**src/shared/lpb_pkg.sv**
```systemverilog
// Constants, types and register map of the low-power supply-drop reset block
// ---------------------------------------------------------------------------
// How it works
// Enabled detector reporting supply below trip level holds device reset asserted.
// A low-power brown-out reset sets the brown-out flag for software to read.
// Both detectors share one brown-out flag; no indication of which one tripped.
// Configuration should enable the detector when brown-out field is 00 or 10; code turns the ordinary detector on for 01, 11 and awake 10, off for 00.
// Detector enable comes from a nonvolatile configuration bit, not a run-time register.
// Erased configuration bit means the low-power detector is disabled.
// After brown-out or power-on release, optional power-up timer delays execution.
// Execution starts only after power-up timer ends and master clear releases.
// Reset request drops once supply rises above trip; normal start-up follows.
// ---------------------------------------------------------------------------
package lpb_pkg;

    // -----------------------------------------------------------------------
    // Timing
    // -----------------------------------------------------------------------
    localparam int unsigned LPB_CLK_MHZ = 100;
    localparam int unsigned LPB_PWRUP_TIME_US = 64;      // Plain default, no figure given
    localparam int unsigned LPB_EXEC_START_CYCLES = 10;  // Oscillator cycles after release
    localparam int unsigned LPB_CNT_W = 32;

    // -----------------------------------------------------------------------
    // Configuration word encodings
    // -----------------------------------------------------------------------
    localparam logic LPB_CFG_ERASED = 1'h1;              // Erased nonvolatile bit value
    localparam logic [1:0] LPB_BROWNOUT_ENABLE_FIELD_OFF = 2'h0;
    localparam logic [1:0] LPB_BROWNOUT_ENABLE_FIELD_SW = 2'h1;
    localparam logic [1:0] LPB_BROWNOUT_ENABLE_FIELD_NOSLEEP = 2'h2;
    localparam logic [1:0] LPB_BROWNOUT_ENABLE_FIELD_ON = 2'h3;

    // -----------------------------------------------------------------------
    // Register map, byte addresses on the bus
    // -----------------------------------------------------------------------
    localparam int unsigned LPB_ADR_W = 8;
    localparam logic [7:0] LPB_OFF_STATUS = 8'h00;       // Sticky events, write one to clear
    localparam logic [7:0] LPB_OFF_MASK = 8'h04;         // Interrupt enables
    localparam logic [7:0] LPB_OFF_INFO = 8'h08;         // Latched config and sequencer state

    // Status and mask bit positions
    localparam int unsigned LPB_EVT_W = 3;
    localparam int unsigned LPB_BIT_BROWNOUT = 0;        // Shared brown-out reset flag
    localparam int unsigned LPB_BIT_PWRUP = 1;           // Power-up timer expired
    localparam int unsigned LPB_BIT_EXTERNAL_MASTER_CLEAR_N = 2;            // Master-clear reset seen

    // Info register field positions
    localparam int unsigned LPB_INFO_STATE_LSB = 0;
    localparam int unsigned LPB_INFO_DROP_EN = 6;
    localparam int unsigned LPB_INFO_PWRT_EN = 7;
    localparam int unsigned LPB_INFO_EXTERNAL_MASTER_CLEAR_N_EN = 8;
    localparam int unsigned LPB_INFO_BROWNOUT_ENABLE_FIELD_LSB = 9;
    localparam int unsigned LPB_INFO_SUPPLY_LOW = 11;

    // Synchroniser lanes
    localparam int unsigned LPB_SYN_W = 3;
    localparam int unsigned LPB_SYN_SUPPLY_LOW = 0;
    localparam int unsigned LPB_SYN_STD_LOW = 1;
    localparam int unsigned LPB_SYN_EXTERNAL_MASTER_CLEAR_N_N = 2;
    localparam logic [2:0] LPB_SYN_RST = 3'h4;           // Master clear idles high

    // -----------------------------------------------------------------------
    // Types
    // -----------------------------------------------------------------------
    typedef enum logic [5:0] {
        LPB_ST_LOAD = 6'h01,
        LPB_ST_HOLD = 6'h02,
        LPB_ST_PWRUP = 6'h04,
        LPB_ST_EXTERNAL_MASTER_CLEAR_N = 6'h08,
        LPB_ST_START = 6'h10,
        LPB_ST_RUN = 6'h20
    } lpb_state_t;

    typedef struct packed {
        logic [2:0] meta;
        logic [2:0] stable;
    } lpb_sync_t;

    typedef struct packed {
        lpb_state_t state;
        logic cfg_drop_en;
        logic cfg_pwrt_en;
        logic cfg_external_master_clear_n_en;
        logic [1:0] cfg_brownout_enable_field;
        logic [LPB_CNT_W-1:0] cnt;
        logic [LPB_EVT_W-1:0] status;
        logic [LPB_EVT_W-1:0] mask;
        logic [31:0] rdata;
        logic ack;
        logic irq;
        logic core_rst_n;
    } lpb_regs_t;

    localparam lpb_regs_t LPB_REGS_RST = '{
        state: LPB_ST_LOAD,
        cfg_drop_en: 1'h0,
        cfg_pwrt_en: 1'h0,
        cfg_external_master_clear_n_en: 1'h0,
        cfg_brownout_enable_field: 2'h0,
        cnt: 32'h0000_0000,
        status: 3'h0,
        mask: 3'h0,
        rdata: 32'h0000_0000,
        ack: 1'h0,
        irq: 1'h0,
        core_rst_n: 1'h0
    };

endpackage : lpb_pkg

```
**src/lpb_brownout.sv**
```systemverilog
// Low-power supply-drop reset sequencer with Wishbone status registers
//
// Decided for this implementation: the address map and the Wishbone interface to the registers.
`timescale 1ns/100ps

module lpb_brownout #(
    parameter int unsigned PWRUP_CYCLES = lpb_pkg::LPB_PWRUP_TIME_US * lpb_pkg::LPB_CLK_MHZ
) (
    input wire logic clk_i,                              // 100 MHz clock
    input wire logic rstn_i,                             // Power-on reset, sync, active low
    // Configuration words, stable nonvolatile straps
    input wire logic cfg_drop_detect_bit_i,              // 0 enables detector, erased 1
    input wire logic [1:0] brownout_enable_field_i,      // Ordinary detector mode
    input wire logic powerup_timer_enable_n_i,           // Power-up timer, active low
    input wire logic cfg_external_master_clear_n_enable_i,                  // Master-clear pin in use
    // Analogue and pin levels, asynchronous; sleep flag on the same clock
    input wire logic supply_below_low_power_trip_i,      // Low-power comparator trip
    input wire logic supply_below_standard_trip_i,       // Ordinary comparator trip
    input wire logic external_master_clear_n_i,          // Master-clear pin, active low
    input wire logic sleep_i,                            // Core in sleep, same clock
    // Wishbone classic slave
    input wire logic wb_cyc_i,                           // Bus cycle
    input wire logic wb_stb_i,                           // Strobe
    input wire logic wb_we_i,                            // Write enable
    input wire logic [lpb_pkg::LPB_ADR_W-1:0] wb_adr_i,  // Byte address
    input wire logic [3:0] wb_sel_i,                     // Byte lanes
    input wire logic [31:0] wb_dat_i,                    // Write data
    output logic [31:0] wb_dat_o,                        // Read data
    output logic wb_ack_o,                               // Acknowledge
    // Results
    output logic core_reset_n_o,                         // Device reset, active low
    output logic irq_o                                   // Level interrupt
);

    lpb_pkg::lpb_regs_t r;
    lpb_pkg::lpb_regs_t r_next;
    logic [lpb_pkg::LPB_SYN_W-1:0] syn;
    logic supply_low;
    logic std_low;
    logic external_master_clear_n_n;
    logic std_en;
    logic drop_trip;
    logic std_trip;
    logic bo_trip;
    logic bus_req;
    logic bus_wr;
    logic [lpb_pkg::LPB_EVT_W-1:0] evt;
    logic [lpb_pkg::LPB_EVT_W-1:0] clr;
    logic [31:0] rd_mux;

    // ------------------------------------------------------------------------
    // Input synchronisation
    // ------------------------------------------------------------------------
    lpb_sync u_sync (
        .clk_i(clk_i),
        .rstn_i(rstn_i),
        .async_i({external_master_clear_n_i, supply_below_standard_trip_i,
                  supply_below_low_power_trip_i}),
        .sync_o(syn)
    );

    assign supply_low = syn[lpb_pkg::LPB_SYN_SUPPLY_LOW];
    assign std_low = syn[lpb_pkg::LPB_SYN_STD_LOW];
    assign external_master_clear_n_n = syn[lpb_pkg::LPB_SYN_EXTERNAL_MASTER_CLEAR_N_N];

    // ------------------------------------------------------------------------
    // Trip decode
    // ------------------------------------------------------------------------
    // Ordinary detector: on, software mode treated as on, or on unless asleep
    always_comb begin
        unique case (r.cfg_brownout_enable_field)
            lpb_pkg::LPB_BROWNOUT_ENABLE_FIELD_OFF: std_en = 1'h0;
            lpb_pkg::LPB_BROWNOUT_ENABLE_FIELD_SW: std_en = 1'h1;
            lpb_pkg::LPB_BROWNOUT_ENABLE_FIELD_NOSLEEP: std_en = !sleep_i;
            lpb_pkg::LPB_BROWNOUT_ENABLE_FIELD_ON: std_en = 1'h1;
        endcase
    end

    // Latched config bit gates the low-power detector, never a bus write
    assign drop_trip = r.cfg_drop_en && supply_low;
    assign std_trip = std_en && std_low;
    assign bo_trip = drop_trip || std_trip;

    // Bus strobes: writes land on the same edge that sees ack high
    assign bus_req = wb_cyc_i && wb_stb_i;
    assign bus_wr = bus_req && wb_we_i && r.ack && wb_sel_i[0];

    // Read mux, unmapped addresses read as zero
    always_comb begin
        rd_mux = 32'h0000_0000;
        unique case (wb_adr_i)
            lpb_pkg::LPB_OFF_STATUS: rd_mux[lpb_pkg::LPB_EVT_W-1:0] = r.status;
            lpb_pkg::LPB_OFF_MASK: rd_mux[lpb_pkg::LPB_EVT_W-1:0] = r.mask;
            lpb_pkg::LPB_OFF_INFO: begin
                rd_mux[lpb_pkg::LPB_INFO_STATE_LSB +: 6] = r.state;
                rd_mux[lpb_pkg::LPB_INFO_DROP_EN] = r.cfg_drop_en;
                rd_mux[lpb_pkg::LPB_INFO_PWRT_EN] = r.cfg_pwrt_en;
                rd_mux[lpb_pkg::LPB_INFO_EXTERNAL_MASTER_CLEAR_N_EN] = r.cfg_external_master_clear_n_en;
                rd_mux[lpb_pkg::LPB_INFO_BROWNOUT_ENABLE_FIELD_LSB +: 2] = r.cfg_brownout_enable_field;
                rd_mux[lpb_pkg::LPB_INFO_SUPPLY_LOW] = supply_low;
            end
            default: rd_mux = 32'h0000_0000;
        endcase
    end

    // ------------------------------------------------------------------------
    // Sequencer, status and bus next state
    // ------------------------------------------------------------------------
    always_comb begin
        r_next = r;
        evt = '0;
        clr = '0;
        // Classic single cycle: ack one cycle after the strobe, then drop
        r_next.ack = bus_req && !r.ack;
        if (bus_req && !r.ack) begin
            r_next.rdata = rd_mux;
        end

        unique case (r.state)
            lpb_pkg::LPB_ST_LOAD: begin
                // Straps caught once after power-on release, erased means off
                r_next.cfg_drop_en = (cfg_drop_detect_bit_i != lpb_pkg::LPB_CFG_ERASED);
                r_next.cfg_pwrt_en = !powerup_timer_enable_n_i;
                r_next.cfg_external_master_clear_n_en = cfg_external_master_clear_n_enable_i;
                r_next.cfg_brownout_enable_field = brownout_enable_field_i;
                r_next.cnt = '0;
                r_next.state = lpb_pkg::LPB_ST_PWRUP;
            end
            lpb_pkg::LPB_ST_HOLD: begin
                // Supply back above trip: leave reset through normal start-up
                if (!bo_trip) begin
                    r_next.state = lpb_pkg::LPB_ST_PWRUP;
                    r_next.cnt = '0;
                end
            end
            lpb_pkg::LPB_ST_PWRUP: begin
                // Timer runs regardless of the master-clear pin
                if (!r.cfg_pwrt_en) begin
                    r_next.state = lpb_pkg::LPB_ST_EXTERNAL_MASTER_CLEAR_N;
                end else if (r.cnt == lpb_pkg::LPB_CNT_W'(PWRUP_CYCLES - 1)) begin
                    r_next.state = lpb_pkg::LPB_ST_EXTERNAL_MASTER_CLEAR_N;
                    evt[lpb_pkg::LPB_BIT_PWRUP] = 1'h1;
                end else begin
                    r_next.cnt = r.cnt + 1'b1;
                end
            end
            lpb_pkg::LPB_ST_EXTERNAL_MASTER_CLEAR_N: begin
                // Wait for pin release when the pin is enabled
                if (!r.cfg_external_master_clear_n_en || external_master_clear_n_n) begin
                    r_next.state = lpb_pkg::LPB_ST_START;
                    r_next.cnt = '0;
                end
            end
            lpb_pkg::LPB_ST_START: begin
                // Short fixed delay before the core is let go
                if (r.cnt == lpb_pkg::LPB_CNT_W'(lpb_pkg::LPB_EXEC_START_CYCLES - 1)) begin
                    r_next.state = lpb_pkg::LPB_ST_RUN;
                end else begin
                    r_next.cnt = r.cnt + 1'b1;
                end
            end
            lpb_pkg::LPB_ST_RUN: begin
                if (r.cfg_external_master_clear_n_en && !external_master_clear_n_n) begin
                    r_next.state = lpb_pkg::LPB_ST_EXTERNAL_MASTER_CLEAR_N;
                    evt[lpb_pkg::LPB_BIT_EXTERNAL_MASTER_CLEAR_N] = 1'h1;
                end
            end
            default: r_next.state = lpb_pkg::LPB_ST_LOAD;
        endcase

        // A trip overrides every state but the strap load
        if (bo_trip && r.state != lpb_pkg::LPB_ST_LOAD) begin
            r_next.state = lpb_pkg::LPB_ST_HOLD;
            if (r.state != lpb_pkg::LPB_ST_HOLD) begin
                evt[lpb_pkg::LPB_BIT_BROWNOUT] = 1'h1;
            end
        end

        // Register writes; a new event wins over a clear in the same cycle
        if (bus_wr && wb_adr_i == lpb_pkg::LPB_OFF_STATUS) begin
            clr = wb_dat_i[lpb_pkg::LPB_EVT_W-1:0];
        end
        if (bus_wr && wb_adr_i == lpb_pkg::LPB_OFF_MASK) begin
            r_next.mask = wb_dat_i[lpb_pkg::LPB_EVT_W-1:0];
        end
        r_next.status = (r.status & ~clr) | evt;
        r_next.irq = |(r_next.status & r_next.mask);
        // Reset output follows the registered state, so it is glitch free
        r_next.core_rst_n = (r_next.state == lpb_pkg::LPB_ST_RUN);
    end

    // State register
    always_ff @(posedge clk_i) begin
        if (!rstn_i) begin
            r <= lpb_pkg::LPB_REGS_RST;
        end else begin
            r <= r_next;
        end
    end

    assign wb_dat_o = r.rdata;
    assign wb_ack_o = r.ack;
    assign core_reset_n_o = r.core_rst_n;
    assign irq_o = r.irq;
endmodule : lpb_brownout

```
**src/lpb_sync.sv**
```systemverilog
// Two-stage synchroniser for the asynchronous comparator and pin inputs
`timescale 1ns/100ps

module lpb_sync (
    input wire logic clk_i,                              // System clock
    input wire logic rstn_i,                             // Synchronous reset, active low
    input wire logic [lpb_pkg::LPB_SYN_W-1:0] async_i,   // Raw asynchronous levels
    output logic [lpb_pkg::LPB_SYN_W-1:0] sync_o         // Levels safe for clk_i logic
);

    lpb_pkg::lpb_sync_t r;
    lpb_pkg::lpb_sync_t r_next;

    // ------------------------------------------------------------------------
    // Per-lane next value; first stage feeds only the second
    // ------------------------------------------------------------------------
    for (genvar i = 0; i < lpb_pkg::LPB_SYN_W; i++) begin : g_lane
        always_comb begin
            r_next.meta[i] = async_i[i];
            r_next.stable[i] = r.meta[i];
        end
    end

    // State register
    always_ff @(posedge clk_i) begin
        if (!rstn_i) begin
            r <= '{meta: lpb_pkg::LPB_SYN_RST, stable: lpb_pkg::LPB_SYN_RST};
        end else begin
            r <= r_next;
        end
    end

    assign sync_o = r.stable;

endmodule : lpb_sync

```
**config.mk**
```make
export PLATFORM = sky130hd
export DESIGN_NAME = lpb_brownout
export DESIGN_NICKNAME = d
export VERILOG_FILES = /design/src/shared/lpb_pkg.sv /design/src/lpb_brownout.sv /design/src/lpb_sync.sv
export SDC_FILE = /design/constraint.sdc
export NUM_CORES = 1
export LEC_CHECK = 0
export ABC_CLOCK_PERIOD_IN_PS = 4730
export BUFFER_PORTS_ARGS = -buffer_cell sky130_fd_sc_hd__buf_2
export CORE_MARGIN = 2
export CORE_UTILIZATION = 57
export CTS_CLUSTER_SIZE = 10
export DETAILED_ROUTE_END_ITERATION = 8
export MAX_ROUTING_LAYER = met4
export PLACE_DENSITY = 0.85
export SKIP_LAST_GASP = 1
export SYNTH_ARGS = -nofsm -noshare
export SYNTH_HDL_FRONTEND = slang
export SYNTH_SLANG_ARGS = --single-unit
```
**constraint.sdc**
```tcl
create_clock -name clk_i -period 4.73 [get_ports clk_i]
set_clock_uncertainty 0.15 [all_clocks]
set_input_delay 0.473 -clock clk_i [delete_from_list [all_inputs] [get_ports clk_i]]
set_output_delay 0.473 -clock clk_i [all_outputs]
set_load 0.01 [all_outputs]
```
Word level (Yosys, flattened, before mapping)
Cells that the tools add are included.
Word-level totals
  output and inout bits: 35
  word-level logic and storage cells: 91
  flip-flop bits (word level): 70
Operators by class
  equality and inequality tests: 21
  $add $sub $neg: 1
  multiplexer cells: 26
  reduce and logical (&&, ||, !) cells: 24
  bitwise gates (word level): 5
Operator list (number)
  $mux 32: 5
  $pmux 32 s5: 1
  $mux 6: 7
  $pmux 6 s6: 1
  $add 32x1->32 const B: 1
  $eq 32x13->1 const B: 1
  $eq 32x4->1 const B: 1
  $eq 6x6->1 const B: 2
  $logic_and 1x1->1: 11
  $ne 2x2->1 const B: 5
  $mux 9: 1
  $pmux 3 s3: 1
  $eq 8x3->1 const B: 1
  $eq 8x4->1 const B: 1
  $logic_not 8->1: 1
  $mux 1: 7
  $and 3x3->3: 2
  $eq 6x1->1 const B: 1
  $eq 6x2->1 const B: 1
  $eq 6x3->1 const B: 1
  $eq 6x4->1 const B: 1
  $eq 6x5->1 const B: 1
  $mux 3: 2
  $ne 6x1->1 const B: 1
  other kinds (14): 20

Longest topological paths before layout
  word-level depth: 11
  gate-level depth with buffers: 10
  mapped depth without buffers: 8

Hierarchy
From an unflattened synthesis, not the netlist that was laid out.
Second synthesis, totals
  cell total of the unflattened synthesis: 438
  area, all modules: 3731.1 µm²
Modules (own cells, without submodules)
  lpb_brownout: area each 3550.9 µm², cells each 423, sequential area each 1281.2 µm², instances 1
  lpb_sync: area each 180.2 µm², cells each 15, sequential area each 120.1 µm², instances 1

Worst setup path before layout
Ideal clock, no wire load.
  path kind: register to register
  start: reg r[78] (netlist bit)
  end: reg r[63] (netlist bit)
  cell stages (with the launch flop): 11
  setup slack: 2476 ps
  library setup time: 128 ps
  data required time: 4452 ps
  data arrival time: 1976 ps
  buffers on the path: 3
  cell sequence: dfxtp_1 buf_2 nor4_4 nand3b_1 or4b_4 o21a_4 buf_6 buf_6 nand3_2 xor2_1 nor2_1
Between the ends
  word-level cells in the longest chain between the ends: 3
RTL lines
  start: declaration: line lpb_brownout.sv:35  | lpb_pkg::lpb_regs_t r;
  start signal: assignment: line lpb_brownout.sv:195  | r <= lpb_pkg::LPB_REGS_RST;
  start signal: assignment: line lpb_brownout.sv:197  | r <= r_next;
  $eq 6x5->1 (tied with other cells): line lpb_brownout.sv:119  | unique case (r.state)
  $reduce_bool 5->1 (no source line) or $ne 2x2->1 (tied branches)
  $reduce_and 6->1 (no source line)
Parallel ways exist; a longest one is shown, timed or not.
A chain may end at the register's enable or synchronous reset.

Final worst setup path
  start: reg r[83] (netlist bit)
  end: reg r[52] (netlist bit)
Same word-level chain as after synthesis.

==> results_dict.tcl <==
set metrics [dict create \
    critPathMaxStageDelay_ns 0.81 \
    drv_cap 0 \
    reg2regPathDepth 7 \
    fin_nets 494 \
    crit_path_end_kind "flip-flop" \
    yosysSeqAreaShare_pct 39.7 \
    setup.worst_path.end "r[52]$_SDFFE_PN0P_" \
    avgSynthCellArea_um2 8.64 \
    period_needed_ns 2.93 \
    ys_types 50 \
    h-tree-depth 3 \
    gr-usage-all-layers_pct 22.7 \
    cts_num_sinks 70 \
    drt_iter0_markers 137 \
    cp-startpoint "r[83]$_SDFF_PN0_" \
    vdd_drop_max_mv 0.225 \
    power_density_nw_per_um2 369 \
    postRouteAntennaNets 0 \
    max_freq_mhz 341 \
    path_class "reg -> reg" \
    dp_slack_ns 1.81 \
    fill_cells 511 \
    holdCritPathClass "in -> reg" \
    antenna_found_initial 0 \
    cts-resized-gates 0 \
    cts_tree "built" \
    die_area_um2 6850 \
    vias_per_cell 5.66 \
    place.port_buffers 40 \
    cp_slowest_cell "a21o_1" \
    setup_ws_ns 1.80 \
    synthCells 409 \
    clock_latency_ns 0.35 \
    cts_buffer_depth 2 \
    async_flop_share_pct 0 \
    fin_crit_sh_pct 62.0 \
    place_congestion 0.901 \
    clk_pin_slew_ns 0.08 \
    reg2reg_to "r[52]$_SDFFE_PN0P_" \
    cts_made_buffers 9 \
    grt-ovfl-total 0 \
    path_max_fanout 31 \
    num_io_pins 93 \
    cp_common_cell "nand2_1" \
    rsz0062_at_grt "no" \
    cts_setup_buffers 0 \
    diodes 0 \
    routed_wl_mm 6.96 \
    hold_buffers 0 \
    status "complete, no violations" \
    via_count 2910 \
    post_drt_wl_per_cell_um 13.5 \
    seq_area_um2 1400 \
    grt_pass1_wl_mm 11.6 \
    dp_hpwl_mm 4.83 \
    layout_commonest_cell "dfxtp_1" \
    r2r_setup_slack_ns 1.80 \
    synth_ff_type "dfxtp_1" \
    ys_ff_latch 70 \
    setup_tns_ns 0 \
    core_um2 5960 \
    p_leak_uw 0.00151 \
    yosysTopAreaCell "dfxtp_1" \
    grt_pass1_vias 2688 \
    arrival_ns 3.03 \
    tightest_slew_ns 0.917 \
    fin_total_pwr_uw 1390 \
    fp.dieW_um 82.7 \
    grt_max_degree 32 \
    yosysWarnings 0 \
    finalMaxSlewViolations 0 \
    synth_enable_flop_cells 0 \
    relSlewSlack_pct 38.9 \
    synth_area_leaders "dfxtp_1 40%, buf_4 6.8%, nor2_1 6.8%" \
    hold_viol 0 \
    firstDrtPassIters 5 \
    placementRows 28 \
    drc 0 \
    crit_chain "nor4_2 > nand2_1 > nand4_1 > and3_1 > a21o_1 > or4_1 > nand2_1" \
    hold_slack_ns 0.148 \
    setup_viol 0 \
    start_util_pct 59.3 \
    cts.root.buffer_cell "clkbuf_8" \
    syn_area_um2 3530 \
    cp.required_ns 4.83 \
    final_cell_mix "70 x dfxtp_1, 64 x nor2_1, 40 x buf_2, 27 x nand2_1, 24 x xor2_1" \
    fp.dieH_um 82.7 \
    multi_input_area_um2 1870 \
    area_growth_pct 6.87 \
    crit_path_start_kind "flip-flop" \
    drive_gt1_share_pct 17.5 \
    synth_top_area_share_pct 39.7 \
    r2r_start "r[83]$_SDFF_PN0_" \
]
-- through the flow --
step	std cells	utilization (%)	area [um2]
after floorplan	428	-	3600
after global placement	498	60.4	3600
after detailed placement	498	60.4	3600
after CTS	514	63.4	3780
after global routing	514	63.4	3780
final	514	63.4	3780
-- sequential cells by signal (all words and copies together) (netlist names) --
register,cells
core_reset_n_o,1
irq_o,1
r,49
u_sync.r,3
u_sync.sync_o,3
wb_ack_o,1
wb_dat_o,12
-- synthesized netlist by cell type, drive strengths merged (3+ instances only) --
| cell | count |
|---|---|
| dfxtp | 70 |
| nor2 | 64 |
| buf | 41 |
| nand2 | 27 |
| xor2 | 24 |
| nand3 | 23 |
| and3 | 15 |
| nand4 | 14 |
| a22oi | 12 |
| nor4 | 12 |
| a21oi | 11 |
| and2 | 10 |
| o21ai | 10 |
| clkbuf | 6 |
| mux2i | 6 |
| or3 | 6 |
| nand3b | 5 |
| and4 | 4 |
| inv | 4 |
| nand2b | 4 |
| or4 | 4 |
| a222oi | 3 |
| and3b | 3 |
| mux2 | 3 |
| nand4b | 3 |
| o211ai | 3 |
| or2 | 3 |
-- how the worst min path moves through the flow --
stage,start,to,slack (ns),cells after the start
after CTS,external_master_clear_n_i,u_sync.r[5]$_SDFF_PN1_,0.14,2
after floorplan,u_sync.r[5]$_SDFF_PN1_,u_sync.sync_o[2]$_SDFF_PN1_,0.24,1
after global routing,supply_below_low_power_trip_i,u_sync.r[3]$_SDFF_PN0_,0.17,2
after global placement,u_sync.r[5]$_SDFF_PN1_,u_sync.sync_o[2]$_SDFF_PN1_,0.24,1
after detailed placement,u_sync.r[4]$_SDFF_PN0_,u_sync.sync_o[1]$_SDFF_PN0_,0.27,1
final,external_master_clear_n_i,u_sync.r[5]$_SDFF_PN1_,0.15,2
-- final cells by class --
cell class                      instances  area share (%)
Multi-Input combinational cell        307            49.5
Sequential cell                        70            37.1
Timing Repair Buffer                   42            5.70
Clock buffer                            9            3.28
Tap cell                               75            2.49
Clock inverter                          7            1.49
Inverter                                4           0.398
-- routing by layer --
| metal | track usage, % | vias up | share of wire, % |
|---|---|---|---|
| li1 | - | 1442 | - |
| met1 | 26.2 | 1377 | 44 |
| met2 | 37.6 | 82 | 48 |
| met3 | 6.52 | 9 | 6.4 |
| met4 | 8.20 | 0 | 1.4 |
| met5 | - | - | 0 |
-- power breakdown --
group	internal, uW	switching (uW)	total, uW
Combinational	92.3	209	302
Clock	196	244	440
Sequential	616	36.3	652
-- cells by family after synthesis --
kind of cell               Yosys count  share of synthesized area [%]
AOI/OAI and AO/OA                   47                           8.99
DFF                                 70                           39.7
and+or+nand+nor                    205                           32.5
xor gates and xnor gates            24                           5.95
muxes                                9                           2.66
buffers and inverters               51                           9.42
adders and majority gates            2                          0.708
other                                1                          0.106
-- critical path: cells and delay by family, from the launching register on --
family	cells	cell delay, ns
compound gates	1	0.81
flops	1	0.37
simple gates	6	1.48
(Power assumes the default switching activity.)
